--- config.mk ---
export PLATFORM = sky130hd
export DESIGN_NAME = cpuacc_top
export DESIGN_NICKNAME = d
export VERILOG_FILES = /design/src/hdl/cpuacc_top.v /design/src/hdl/cpuacc_alu.v
export VERILOG_INCLUDE_DIRS = /design/src /design/src/hdl
export SDC_FILE = /design/constraint.sdc
export NUM_CORES = 1
export LEC_CHECK = 0
export ABC_AREA = 1
export BUFFER_PORTS_ARGS = -buffer_cell sky130_fd_sc_hd__buf_2
export CAP_MARGIN = 20
export CORE_ASPECT_RATIO = 1.75
export CORE_MARGIN = 3
export CORE_UTILIZATION = 45
export DETAILED_ROUTE_END_ITERATION = 16
export GPL_TIMING_DRIVEN = 0
export PLACE_DENSITY_LB_ADDON = 0.05
export SYNTH_ARGS = -nofsm -noshare
export SYNTH_HDL_FRONTEND = slang
export SYNTH_SLANG_ARGS = --single-unit
--- constraint.sdc ---
create_clock -name ref_clk_i -period 5.75 [get_ports ref_clk_i]
set_input_delay 0.575 -clock ref_clk_i [delete_from_list [all_inputs] [get_ports ref_clk_i]]
set_output_delay 0.575 -clock ref_clk_i [all_outputs]
set_load 0.005 [all_outputs]
--- src/hdl/cpuacc_regs.vh ---
// Purpose: Constants for the CPU working register block.
// Assumes: Registers sit on a 32-bit AXI4-Lite bus, one aligned word each.
// Notes:   Printed offsets are multiples of four and are used as byte addresses.
// Function
// - Eight-bit main operand register, resets to zero.
// - ALU results update matching status flag bits.
// - Eight-bit auxiliary operand register, resets to zero.
// - Carry flag follows carry, borrow, rotate, compare.
// - Half carry follows carry out of bit three.
// - Two user flags, software only, reset zero.
// - Bank select picks working registers 8n to 8n+7.
// - Signed wrap flag follows arithmetic overflow.
// - Parity bit shows odd count of ones.
// - Reset clears registers, fetch starts at zero.
`ifndef CPUACC_REGS_VH
`define CPUACC_REGS_VH

// ----------------------------------------------------------------------------
// Register byte addresses
// ----------------------------------------------------------------------------
`define CPUACC_ADDR_STATUS   8'hd0
`define CPUACC_ADDR_MAIN     8'he0
`define CPUACC_ADDR_AUX      8'hf0
`define CPUACC_ADDR_CTRL     8'hf8
`define CPUACC_ADDR_INFO     8'hfc

// ----------------------------------------------------------------------------
// Status field positions
// ----------------------------------------------------------------------------
`define CPUACC_BIT_CARRY     7
`define CPUACC_BIT_HALF      6
`define CPUACC_BIT_USER0     5
`define CPUACC_BIT_BANK_HI   4
`define CPUACC_BIT_BANK_LO   3
`define CPUACC_BIT_WRAP      2
`define CPUACC_BIT_USER1     1
`define CPUACC_BIT_PARITY    0
`define CPUACC_SW_MASK       8'hfe

// ----------------------------------------------------------------------------
// Reset values and operation codes
// ----------------------------------------------------------------------------
`define CPUACC_RST_BYTE      8'h00
`define CPUACC_RST_PC        16'h0000
`define CPUACC_OP_NONE       3'h0
`define CPUACC_OP_ADD        3'h1
`define CPUACC_OP_ADDC       3'h2
`define CPUACC_OP_SUBB       3'h3
`define CPUACC_OP_RLC        3'h4
`define CPUACC_OP_RRC        3'h5
`define CPUACC_OP_CMP        3'h6
`define CPUACC_OP_INC        3'h7
`define CPUACC_RESP_OKAY     2'h0
`define CPUACC_RESP_SLVERR   2'h2

`endif

--- src/hdl/cpuacc_top.v ---
// Purpose: Main operand, auxiliary operand and status flag registers of the CPU.
// Assumes: One clock, asynchronous active-low reset, AXI4-Lite register access.
// Notes:   The CPU core drives alu_op_i; software writes come over the bus.
//
// The AXI4-Lite interface to the registers was chosen for this implementation.
`default_nettype none
`include "cpuacc_regs.vh"

module cpuacc_top #(
  parameter ADDR_W = 8
) (
  input  wire              ref_clk_i,
  input  wire              nrst_i,
  input  wire [2:0]        alu_op_i,
  input  wire [7:0]        alu_operand_i,
  input  wire              mul_load_i,
  input  wire [7:0]        mul_aux_i,
  input  wire [ADDR_W-1:0] s_axi_awaddr_i,
  input  wire              s_axi_awvalid_i,
  output reg               s_axi_awready_o,
  input  wire [31:0]       s_axi_wdata_i,
  input  wire [3:0]        s_axi_wstrb_i,
  input  wire              s_axi_wvalid_i,
  output reg               s_axi_wready_o,
  output reg  [1:0]        s_axi_bresp_o,
  output reg               s_axi_bvalid_o,
  input  wire              s_axi_bready_i,
  input  wire [ADDR_W-1:0] s_axi_araddr_i,
  input  wire              s_axi_arvalid_i,
  output reg               s_axi_arready_o,
  output reg  [31:0]       s_axi_rdata_o,
  output reg  [1:0]        s_axi_rresp_o,
  output reg               s_axi_rvalid_o,
  input  wire              s_axi_rready_i,
  output reg  [7:0]        main_operand_o,
  output reg  [7:0]        aux_operand_o,
  output reg  [7:0]        status_flags_o,
  output reg  [4:0]        bank_base_o,
  output reg  [15:0]       fetch_addr_o
);

  // --------------------------------------------------------------------------
  // Register state
  // --------------------------------------------------------------------------
  reg  [7:0]        main_operand_register;
  reg  [7:0]        aux_operand_register;
  reg               carry_flag;
  reg               half_carry_flag;
  reg               user_flag_zero;
  reg  [1:0]        bank_select_field;
  reg               signed_wrap_flag;
  reg               user_flag_one;
  reg               boot_done;
  reg  [ADDR_W-1:0] aw_addr;
  reg               aw_held;
  reg  [31:0]       w_data;
  reg  [3:0]        w_strb;
  reg               w_held;

  wire [7:0] alu_result;
  wire       alu_carry;
  wire       alu_half;
  wire       alu_wrap;
  wire       alu_write;
  wire       parity_now;
  wire [7:0] status_now;
  wire       do_write;
  wire [ADDR_W-1:0] wr_addr;
  wire [31:0]       wr_data;
  wire              wr_lane0;

  // Returns one when the byte address names a mapped register.
  function mapped;
    input [ADDR_W-1:0] addr;
    begin
      mapped = (addr == `CPUACC_ADDR_STATUS) || (addr == `CPUACC_ADDR_MAIN) ||
               (addr == `CPUACC_ADDR_AUX) || (addr == `CPUACC_ADDR_CTRL) ||
               (addr == `CPUACC_ADDR_INFO);
    end
  endfunction

  // --------------------------------------------------------------------------
  // Arithmetic unit
  // --------------------------------------------------------------------------
  cpuacc_alu cpuacc_alu_inst (
    .op_i     (alu_op_i),
    .a_i      (main_operand_register),
    .b_i      (alu_operand_i),
    .carry_i  (carry_flag),
    .result_o (alu_result),
    .carry_o  (alu_carry),
    .half_o   (alu_half),
    .wrap_o   (alu_wrap),
    .write_o  (alu_write)
  );

  // Parity is pure logic on the stored operand, so no write can make it stale.
  assign parity_now = ^main_operand_register;
  assign status_now = {carry_flag, half_carry_flag, user_flag_zero,
                       bank_select_field, signed_wrap_flag, user_flag_one,
                       parity_now};

  // --------------------------------------------------------------------------
  // AXI4-Lite write path
  // --------------------------------------------------------------------------
  // Address and data may arrive in either order; whichever is taken first is latched until the other arrives.
  assign wr_addr  = aw_held ? aw_addr : s_axi_awaddr_i;
  assign wr_data  = w_held ? w_data : s_axi_wdata_i;
  assign wr_lane0 = w_held ? w_strb[0] : s_axi_wstrb_i[0];
  assign do_write = (aw_held || (s_axi_awvalid_i && s_axi_awready_o)) &&
                    (w_held || (s_axi_wvalid_i && s_axi_wready_o)) &&
                    !s_axi_bvalid_o;

  // Channel handshakes; ready drops while a part is held or a response waits.
  always @(posedge ref_clk_i or negedge nrst_i) begin
    if (!nrst_i) begin
      aw_held         <= 1'b0;
      aw_addr         <= {ADDR_W{1'b0}};
      w_held          <= 1'b0;
      w_data          <= 32'h00000000;
      w_strb          <= 4'h0;
      s_axi_awready_o <= 1'b0;
      s_axi_wready_o  <= 1'b0;
      s_axi_bvalid_o  <= 1'b0;
      s_axi_bresp_o   <= `CPUACC_RESP_OKAY;
    end else begin
      if (do_write) begin
        aw_held         <= 1'b0;
        w_held          <= 1'b0;
        s_axi_awready_o <= 1'b0;
        s_axi_wready_o  <= 1'b0;
        s_axi_bvalid_o  <= 1'b1;
        s_axi_bresp_o   <= mapped(wr_addr) ? `CPUACC_RESP_OKAY : `CPUACC_RESP_SLVERR;
      end else begin
        if (s_axi_awvalid_i && s_axi_awready_o) begin
          aw_held         <= 1'b1;
          aw_addr         <= s_axi_awaddr_i;
          s_axi_awready_o <= 1'b0;
        end else if (!aw_held && !s_axi_bvalid_o) begin
          s_axi_awready_o <= 1'b1;
        end
        if (s_axi_wvalid_i && s_axi_wready_o) begin
          w_held         <= 1'b1;
          w_data         <= s_axi_wdata_i;
          w_strb         <= s_axi_wstrb_i;
          s_axi_wready_o <= 1'b0;
        end else if (!w_held && !s_axi_bvalid_o) begin
          s_axi_wready_o <= 1'b1;
        end
        if (s_axi_bvalid_o && s_axi_bready_i) begin
          s_axi_bvalid_o <= 1'b0;
        end
      end
    end
  end

  // --------------------------------------------------------------------------
  // Operand and status registers
  // --------------------------------------------------------------------------
  // A bus write in the same cycle as an ALU result loses to the ALU in the carry flag and in each field the op updates, since
  // the instruction stream owns these registers; software retries if needed.
  always @(posedge ref_clk_i or negedge nrst_i) begin
    if (!nrst_i) begin
      main_operand_register <= `CPUACC_RST_BYTE;
      aux_operand_register  <= `CPUACC_RST_BYTE;
      carry_flag            <= 1'b0;
      half_carry_flag       <= 1'b0;
      user_flag_zero        <= 1'b0;
      bank_select_field     <= 2'b00;
      signed_wrap_flag      <= 1'b0;
      user_flag_one         <= 1'b0;
    end else begin
      if (do_write && wr_lane0 && (wr_addr == `CPUACC_ADDR_MAIN)) begin
        main_operand_register <= wr_data[7:0];
      end
      if (mul_load_i) begin
        aux_operand_register <= mul_aux_i;
      end else if (do_write && wr_lane0 && (wr_addr == `CPUACC_ADDR_AUX)) begin
        aux_operand_register <= wr_data[7:0];
      end
      if (do_write && wr_lane0 && (wr_addr == `CPUACC_ADDR_STATUS)) begin
        carry_flag        <= wr_data[`CPUACC_BIT_CARRY];
        half_carry_flag   <= wr_data[`CPUACC_BIT_HALF];
        user_flag_zero    <= wr_data[`CPUACC_BIT_USER0];
        bank_select_field <= wr_data[`CPUACC_BIT_BANK_HI:`CPUACC_BIT_BANK_LO];
        signed_wrap_flag  <= wr_data[`CPUACC_BIT_WRAP];
        user_flag_one     <= wr_data[`CPUACC_BIT_USER1];
      end
      if (alu_op_i != `CPUACC_OP_NONE) begin
        carry_flag <= alu_carry;
        if (alu_op_i != `CPUACC_OP_RLC && alu_op_i != `CPUACC_OP_RRC &&
            alu_op_i != `CPUACC_OP_INC) begin
          half_carry_flag  <= alu_half;
          signed_wrap_flag <= alu_wrap;
        end
        if (alu_write) begin
          main_operand_register <= alu_result;
        end
      end
    end
  end

  // --------------------------------------------------------------------------
  // AXI4-Lite read path
  // --------------------------------------------------------------------------
  // One read at a time; arready drops while the data beat waits.
  always @(posedge ref_clk_i or negedge nrst_i) begin
    if (!nrst_i) begin
      s_axi_arready_o <= 1'b0;
      s_axi_rvalid_o  <= 1'b0;
      s_axi_rdata_o   <= 32'h00000000;
      s_axi_rresp_o   <= `CPUACC_RESP_OKAY;
    end else begin
      if (s_axi_arvalid_i && s_axi_arready_o) begin
        s_axi_arready_o <= 1'b0;
        s_axi_rvalid_o  <= 1'b1;
        s_axi_rresp_o   <= mapped(s_axi_araddr_i) ? `CPUACC_RESP_OKAY :
                                                     `CPUACC_RESP_SLVERR;
        case (s_axi_araddr_i)
          `CPUACC_ADDR_STATUS: s_axi_rdata_o <= {24'h000000, status_now};
          `CPUACC_ADDR_MAIN:   s_axi_rdata_o <= {24'h000000, main_operand_register};
          `CPUACC_ADDR_AUX:    s_axi_rdata_o <= {24'h000000, aux_operand_register};
          `CPUACC_ADDR_CTRL:   s_axi_rdata_o <= {27'h0, bank_base_o};
          `CPUACC_ADDR_INFO:   s_axi_rdata_o <= {16'h0000, fetch_addr_o};
          default:             s_axi_rdata_o <= 32'h00000000;
        endcase
      end else if (s_axi_rvalid_o && s_axi_rready_i) begin
        s_axi_rvalid_o  <= 1'b0;
      end else if (!s_axi_rvalid_o) begin
        s_axi_arready_o <= 1'b1;
      end
    end
  end

  // --------------------------------------------------------------------------
  // Mirrored outputs
  // --------------------------------------------------------------------------
  // Operand, status and bank outputs are registered copies, one cycle behind the registers; fetch_addr_o only holds the reset value.
  always @(posedge ref_clk_i or negedge nrst_i) begin
    if (!nrst_i) begin
      main_operand_o <= `CPUACC_RST_BYTE;
      aux_operand_o  <= `CPUACC_RST_BYTE;
      status_flags_o <= `CPUACC_RST_BYTE;
      bank_base_o    <= 5'h00;
      fetch_addr_o   <= `CPUACC_RST_PC;
      boot_done      <= 1'b0;
    end else begin
      main_operand_o <= main_operand_register;
      aux_operand_o  <= aux_operand_register;
      status_flags_o <= status_now;
      bank_base_o    <= {bank_select_field, 3'b000};
      boot_done      <= 1'b1;
      if (!boot_done) begin
        fetch_addr_o <= `CPUACC_RST_PC;
      end
    end
  end

endmodule
`default_nettype wire

--- src/hdl/cpuacc_alu.v ---
// Purpose: Combinational arithmetic unit for the main operand register.
// Assumes: Operands are eight bits wide; flags come out with the result.
// Notes:   No state; the top module decides when a result is written back.
`default_nettype none
`include "cpuacc_regs.vh"

module cpuacc_alu (
  input  wire [2:0] op_i,
  input  wire [7:0] a_i,
  input  wire [7:0] b_i,
  input  wire       carry_i,
  output reg  [7:0] result_o,
  output reg        carry_o,
  output reg        half_o,
  output reg        wrap_o,
  output reg        write_o
);

  reg [8:0] sum;
  reg [4:0] low;
  reg       cin;
  reg [7:0] addend;

  // Addition and subtraction share one adder; subtraction adds the complement
  // so the adder carry means "no borrow", which is what the carry flag shows.
  always @* begin
    sum      = 9'h000;
    low      = 5'h00;
    cin      = 1'b0;
    addend   = b_i;
    result_o = a_i;
    carry_o  = carry_i;
    half_o   = 1'b0;
    wrap_o   = 1'b0;
    write_o  = 1'b0;
    case (op_i)
      `CPUACC_OP_ADD, `CPUACC_OP_ADDC, `CPUACC_OP_SUBB, `CPUACC_OP_CMP: begin
        cin = (op_i == `CPUACC_OP_ADD) ? 1'b0 :
              (op_i == `CPUACC_OP_ADDC) ? carry_i :
              (op_i == `CPUACC_OP_CMP) ? 1'b1 : carry_i;
        if (op_i == `CPUACC_OP_SUBB || op_i == `CPUACC_OP_CMP) begin
          addend = ~b_i;
        end
        sum      = {1'b0, a_i} + {1'b0, addend} + {8'h00, cin};
        low      = {1'b0, a_i[3:0]} + {1'b0, addend[3:0]} + {4'h0, cin};
        result_o = sum[7:0];
        carry_o  = sum[8];
        half_o   = low[4];
        wrap_o   = (a_i[7] == addend[7]) && (sum[7] != a_i[7]);
        write_o  = (op_i != `CPUACC_OP_CMP);
      end
      `CPUACC_OP_RLC: begin
        result_o = {a_i[6:0], carry_i};
        carry_o  = a_i[7];
        write_o  = 1'b1;
      end
      `CPUACC_OP_RRC: begin
        result_o = {carry_i, a_i[7:1]};
        carry_o  = a_i[0];
        write_o  = 1'b1;
      end
      `CPUACC_OP_INC: begin
        result_o = a_i + 8'h01;
        write_o  = 1'b1;
      end
      default: begin
        write_o = 1'b0;
      end
    endcase
  end

endmodule
`default_nettype wire

==> results of run 1 <==
==> state kept, by name (all words and copies together) (netlist names), 2 cells and up <==
signal                 flops
aux_operand_o              8
aux_operand_register       8
aw_addr                    8
bank_select_field          2
main_operand_o             8
main_operand_register      8
s_axi_rdata_o              8
status_flags_o             8
w_data                     8
==> cell type report <==
class	instances	area [um2]
plain buffers	58	420
clock buffers	9	225
clock inverters	7	88.8
fillers	1082	4630
inverters	76	285
multi-input cells	495	2500
flip-flops and latches	81	2030
well taps	130	163
repair buffers	93	490
==> logic make-up (layout without fill, tap and decap cells) <==
logic type                 count (synthesis)  after routing  synth area share (%)
buffers and inverters                    134            243                  13.9
muxes                                      6              6                  1.33
AOI/OAI and AO/OA                         68             68                  7.71
xor gates and xnor gates                  15             15                  2.59
DFF                                       81             81                  40.0
and+or+nand+nor                          349            349                  31.1
adders and majority gates                 12             12                  3.26
other                                      1             45                0.0741
==> per-stage QoR <==
stage / instance area, um2 / setup WS (ns) / utilization (%) / power [W]
finish: 6200 / 3.09 / 57.2 / 0.00268
global route: 6200 / 2.89 / 57.2 / 0.00289
CTS: 6200 / 3.08 / 57.2 / 0.00270
detailed placement: 5880 / 2.72 / 54.3 / 0.00209
global placement: 5850 / 2.74 / 54.1 / 0.00206
floorplan: 5230 / 3.12 / - / 0.00173
==> layout by cell type (no fill, tap or decap), types with 4 or more instances in the layout <==
| cell | count |
|---|---|
| sky130_fd_sc_hd__inv_2 | 4 |
| sky130_fd_sc_hd__xor2_1 | 6 |
| sky130_fd_sc_hd__nand2_1 | 234 |
| sky130_fd_sc_hd__or2_2 | 5 |
| sky130_fd_sc_hd__o21ai_0 | 37 |
| sky130_fd_sc_hd__nand3b_1 | 4 |
| sky130_fd_sc_hd__dfrtp_1 | 81 |
| sky130_fd_sc_hd__clkbuf_16 | 9 |
| sky130_fd_sc_hd__o22ai_1 | 4 |
| sky130_fd_sc_hd__nand2_2 | 5 |
| sky130_fd_sc_hd__buf_4 | 48 |
| sky130_fd_sc_hd__mux2_2 | 6 |
| sky130_fd_sc_hd__buf_2 | 94 |
| sky130_fd_sc_hd__xnor2_1 | 9 |
| sky130_fd_sc_hd__nand4_1 | 6 |
| sky130_fd_sc_hd__nor2_1 | 23 |
| sky130_fd_sc_hd__nand2_4 | 4 |
| sky130_fd_sc_hd__clkbuf_1 | 5 |
| sky130_fd_sc_hd__inv_1 | 71 |
| sky130_fd_sc_hd__o211ai_1 | 7 |
| sky130_fd_sc_hd__conb_1 | 45 |
| sky130_fd_sc_hd__nand3_1 | 52 |
| sky130_fd_sc_hd__ha_1 | 10 |
| sky130_fd_sc_hd__nand3_4 | 4 |
| sky130_fd_sc_hd__a21oi_1 | 11 |
==> metal layers <==
metal / share of wire (%) / track usage [%] / up-vias / wire, um
met5: 0 / 0 / - / 0
met4: 2.4 / 8.50 / 0 / 303
met3: 4.5 / 2.71 / 23 / 555
met2: 55 / 37.0 / 118 / 6870
met1: 38 / 22.7 / 2079 / 4700
li1: - / - / 2321 / -
==> worst max path at each step <==
stage | start | endpoint | slack [ns] | cells after the start
floorplan | alu_op_i[0] | main_operand_register[2] | 3.12 | 11
detailed placement | alu_op_i[2] | main_operand_register[6] | 2.72 | 15
finish | alu_op_i[2] | main_operand_register[6] | 3.09 | 15
CTS | alu_op_i[2] | main_operand_register[6] | 3.08 | 15
global placement | alu_op_i[2] | main_operand_register[6] | 2.74 | 15
global route | alu_op_i[2] | main_operand_register[6] | 2.89 | 15
==> power groups by stage <==
stage / sequential, W / clock, W / combinational, W
finish: 0.000921 / 0.000594 / 0.00116
global route: 0.000943 / 0.000629 / 0.00132
CTS: 0.000920 / 0.000607 / 0.00117
detailed placement: 0.000930 / 0 / 0.00116
global placement: 0.000922 / 0 / 0.00114
floorplan: 0.000886 / 0 / 0.000841
==> impl_metrics.yaml, run 1 <==
grt:
  first_global_vias: 4387
  gr-total-overflow: 0
  grt_start_max_net_pins: 57
  groute.usage.overall_pct: 20.2
  grt_antenna_before_repair: 0
  grt_first_pass_wirelength_mm: 20.4
logic_synthesis:
  post_synth_num_cell_types: 38
  synth_top_cell_by_area: "sky130_fd_sc_hd__dfrtp_1"
  synth-async-reset-ratio_pct: 100
  synth.area.top_cells: "sky130_fd_sc_hd__dfrtp_1, sky130_fd_sc_hd__nand2_1, sky130_fd_sc_hd__buf_4"
  ys.warnings.count: 0
  synth_top_flop_cell: "sky130_fd_sc_hd__dfrtp_1"
  synthesis.area_mm2: 0.00506
  number_of_flops_mapped_to_enable_cells_by_yosys: 0
  ys_ff_latch: 81
  synth_seq_area_share_pct: 40.0
  synth_cell_count_leaders: "sky130_fd_sc_hd__nand2_1, sky130_fd_sc_hd__dfrtp_1, sky130_fd_sc_hd__inv_1"
  syn_avg_cell_area_um2: 7.60
  synth_most_common_cell: "sky130_fd_sc_hd__nand2_1"
  netlist_instances: 666
  synth_top_cell_area_share_pct: 40.0
floorplan:
  die_width_um: 86.2
  num_rows: 50
  floorplan_die_area_mm2: 0.0126
  floorplan.io_pins: 165
  die_span_in_y_um: 146
  placeableCoreArea_mm2: 0.0108
  initial_core_util_pct: 46.8
detailed_routing:
  antenna_violating_nets_post_route: 0
  vias_per_cell: 4.79
  drc_violations_left: 0
  avgRoutedWirePerCell_um: 13.1
  wl_mm: 12.4
  first_pass_iters: 4
  dr_total_vias: 4541
  drt_iter0_drc: 224
power:
  power-per-cell-area_mw_per_mm2: 432
  peakVddDrop_mv: 0.318
  seq_power_share_pct: 34.4
  cellInternalPower_w: 0.00156
  leakage_nw: 3.51
  power_frac_clock_pct: 22.2
  comb_power_share_pct: 43.4
  switching_share_pct: 41.6
  power_switching_w: 0.00111
setup_path:
  critical_path_source_type: "input pin"
  critical-path-top-cell-by-count: "sky130_fd_sc_hd__nand2_1"
  crit_fanout: 8
  crit_path_cell_trace: "buf_2, nand2_1, nand3b_1, buf_2, xnor2_1, fa_1, fa_1, nand3_1, nand2_1, nand2_1, nand3_1, nand3_1, nand2_1, nand2_1, nand2_1"
  rr_worst_depth: 12
  r2r_setup_slack_ns: 3.47
  critPathTopFamily: "simple AND/OR/NAND/NOR gates"
  path_buf_inv: 2
  worst_path_max_delay_cell: "sky130_fd_sc_hd__fa_1"
  crit_path_max_incr_delay_ns: 0.44
  worst-endpoint-required_ns: 5.98
  r2r_end: "main_operand_register[6]"
  worst-setup-path-type: "in -> reg"
  worst_setup_path_end_kind: "flop"
  worst-endpoint-arrival_ns: 2.89
  worst_r2r_startpoint: "carry_flag"
timing:
  fmax_mhz: 376
  transition_time_at_the_pin_with_the_least_slew_margin_ns: 0.735
  unrepaired_setup_endpoints_after_global_routing: "false"
  final.setup.tns_ns: 0
  hold_viol_final: 0
  holdWs_ns: 0.132
  finClkSkew_ns: 0.00630
  fin_crit_ns: 2.66
  layout_worst_path_cycle_share_pct: 46.3
  setup_viol: 0
  slew_headroom_pct: 50.6
  slew_viol_final: 0
cells_and_area:
  flow.area_growth_from_synthesis_pct: 22.4
  final_layout_size_suffix_gt1_share_pct: 24.4
  fin_cells: 949
  nNetsFinal: 905
  antenna-diode-count: 0
outcome:
  run_status: "completed"
clocking:
  tritoncts_clock_tree: "done"
  clk_sinks: 81
  clk_latency_worst_skew_pair_ns: 0.34
  clkTransAtPathRegs_ns: 0.06
  cts-root-to-sink-buffers: 2
  h-tree-depth: 3
  post_cts_resize_count: 0
  ctsRootBufferMaster: "sky130_fd_sc_hd__clkbuf_16"
  cts_buf_count: 9
  post-cts-setup-buffer-count: 0
  postCtsHoldBufs: 0
run:
  maxCapViolations: 0
min_path:
  hold_class: "in -> async"
placement:
  dp_hpwl_mm: 10.0
  place_inst: 933
  globalplace.congestion: 0.885
  port_buffers: 92
(Power assumes the default switching activity.)
==> run 2: changes to the inputs <==
==> constraint.sdc (replaced) <==
create_clock -name ref_clk_i -period 2.64 [get_ports ref_clk_i]
set_input_delay 0.264 -clock ref_clk_i [delete_from_list [all_inputs] [get_ports ref_clk_i]]
set_output_delay 0.264 -clock ref_clk_i [all_outputs]
set_load 0.005 [all_outputs]
==> run 2 against run 1 <==
  * Global-route usage unchanged
  * Final cell count increased by 0.11%
  * Largest power group unchanged
  * Clock skew about the same
  * Core utilization increased by 0.092 points
  * Largest cell class unchanged
  * Sequential power rose by 120%
==> impl_metrics.yaml, run 2 (same netlist as run 1, synthesis figures left out) <==
outcome:
  run_status: "completed"
floorplan:
  die_span_in_y_um: 146
  num_rows: 50
  initial_core_util_pct: 46.8
  floorplan_die_area_mm2: 0.0126
  die_width_um: 86.2
  placeableCoreArea_mm2: 0.0108
  floorplan.io_pins: 165
clocking:
  tritoncts_clock_tree: "done"
  postCtsHoldBufs: 1
  clk_sinks: 81
  cts-root-to-sink-buffers: 2
  clk_latency_worst_skew_pair_ns: 0.34
  post_cts_resize_count: 0
  h-tree-depth: 3
  clkTransAtPathRegs_ns: 0.06
  post-cts-setup-buffer-count: 0
  ctsRootBufferMaster: "sky130_fd_sc_hd__clkbuf_16"
  cts_buf_count: 9
timing:
  fmax_mhz: 425
  final.setup.tns_ns: 0
  setup_viol: 0
  finClkSkew_ns: 0.00669
  unrepaired_setup_endpoints_after_global_routing: "false"
  transition_time_at_the_pin_with_the_least_slew_margin_ns: 0.735
  slew_headroom_pct: 50.6
  hold_viol_final: 0
  slew_viol_final: 0
  fin_crit_ns: 2.35
  layout_worst_path_cycle_share_pct: 89.2
  setup_ws_final_ns: 0.286
detailed_routing:
  avgRoutedWirePerCell_um: 13.1
  first_pass_iters: 4
  wl_mm: 12.5
  drt_iter0_drc: 199
  vias_per_cell: 4.81
  dr_total_vias: 4571
  antenna_violating_nets_post_route: 0
  drc_violations_left: 0
cells_and_area:
  layout.cells.most_common: "sky130_fd_sc_hd__nand2_1"
  filler_cell_count: 1079
  antenna-diode-count: 0
  mostFrequentLayoutCells: "sky130_fd_sc_hd__nand2_1, sky130_fd_sc_hd__buf_2, sky130_fd_sc_hd__dfrtp_1"
  final_layout_size_suffix_gt1_share_pct: 24.4
  flow.area_growth_from_synthesis_pct: 22.6
  nNetsFinal: 906
  postLayoutCellArea_mm2: 0.00621
  finalCoreUtilization_pct: 57.3
grt:
  gr-total-overflow: 0
  grt_antenna_before_repair: 0
  groute.usage.overall_pct: 20.2
  grt_first_pass_wirelength_mm: 20.4
  first_global_vias: 4387
  grt_start_max_net_pins: 57
power:
  leakage_nw: 3.51
  power-per-cell-area_mw_per_mm2: 940
  totalPowerFinal_w: 0.00583
  peakVddDrop_mv: 0.692
setup_path:
  worst_setup_path_end_kind: "flop"
  r2r_setup_slack_ns: 0.36
  r2r_end: "main_operand_register[6]"
  worst_r2r_startpoint: "carry_flag"
  crit_fanout: 8
  critical_path_source_type: "input pin"
  worst-setup-path-type: "in -> reg"
  worst-endpoint-arrival_ns: 2.58
  worst-endpoint-required_ns: 2.87
  rr_worst_depth: 12
min_path:
  source_of_the_worst_hold_timing_path: "s_axi_bready_i"
  hold_path_depth: 2
  hold_class: "in -> reg"
  hold_end: "s_axi_bvalid_o"
placement:
  dpl-instance-area_mm2: 0.00588
  post-place-ws_ns: -0.0757
  globalplace.congestion: 0.885
  port_buffers: 92
  dp_hpwl_mm: 10.0
run:
  maxCapViolations: 0
run 2: cell types whose count changed in the layout (fill, tap and decap cells not counted), sizes merged:
cell / before / now
dlygate4sd3: 0 / 1
run 2: per-layer routing:
metal | vias up | part of all wire [%] | track usage (%) | wire, um
li1 | 2320 | - | - | -
met1 | 2112 | 38 | 22.7 | 4720
met2 | 115 | 55 | 37.0 | 6860
met3 | 24 | 4.5 | 2.71 | 565
met4 | 0 | 2.6 | 8.50 | 319
met5 | - | 0 | 0 | 0
run 2: final cells by class:
type | instances | area [um2] | share of cell area [%]
Buffer | 58 | 420 | 6.77
Tap cell | 130 | 163 | 2.62
Inverter | 76 | 285 | 4.60
Timing Repair Buffer | 94 | 500 | 8.06
Clock inverter | 7 | 88.8 | 1.43
Multi-Input combinational cell | 495 | 2500 | 40.2
Clock buffer | 9 | 225 | 3.63
Sequential cell | 81 | 2030 | 32.7
run 2: metrics by stage:
| stage | cells | hold WS, ns |
|---|---|---|
| final | 950 | 0.108 |
| after global routing | 950 | 0.137 |
| after CTS | 950 | 0.106 |
| after detailed placement | 933 | 0.195 |
| after global placement | 932 | 0.364 |
| after floorplan | 710 | -0.0316 |
run 2: power breakdown:
part	internal [W]	switching, W
sequential	0.00165	0.000356
clock	0.000750	0.000541
combinational	0.00100	0.00153
total	0.00340	0.00243
run 2: worst max-delay path: stages:
cell and delay (ns):
sky130_fd_sc_hd__buf_2 0.15, sky130_fd_sc_hd__nand2_1 0.15, sky130_fd_sc_hd__nand3b_1 0.12, sky130_fd_sc_hd__buf_2 0.24, sky130_fd_sc_hd__xnor2_1 0.12, sky130_fd_sc_hd__fa_1 0.44, sky130_fd_sc_hd__fa_1 0.42, sky130_fd_sc_hd__nand3_1 0.08
sky130_fd_sc_hd__nand2_1 0.13, sky130_fd_sc_hd__nand2_1 0.11, sky130_fd_sc_hd__nand3_1 0.07, sky130_fd_sc_hd__nand3_1 0.10, sky130_fd_sc_hd__nand2_1 0.06, sky130_fd_sc_hd__nand2_1 0.05, sky130_fd_sc_hd__nand2_1 0.07
run 2: worst max path at each step:
stage,from,end,slack (ns),cells after the start
after global routing,alu_op_i[2],main_operand_register[6],0.1,15
after CTS,alu_op_i[2],main_operand_register[6],0.28,15
final,alu_op_i[2],main_operand_register[6],0.29,15
after global placement,alu_op_i[2],main_operand_register[6],-0.06,15
after floorplan,alu_op_i[0],main_operand_register[2],0.32,11
after detailed placement,alu_op_i[2],main_operand_register[6],-0.08,15
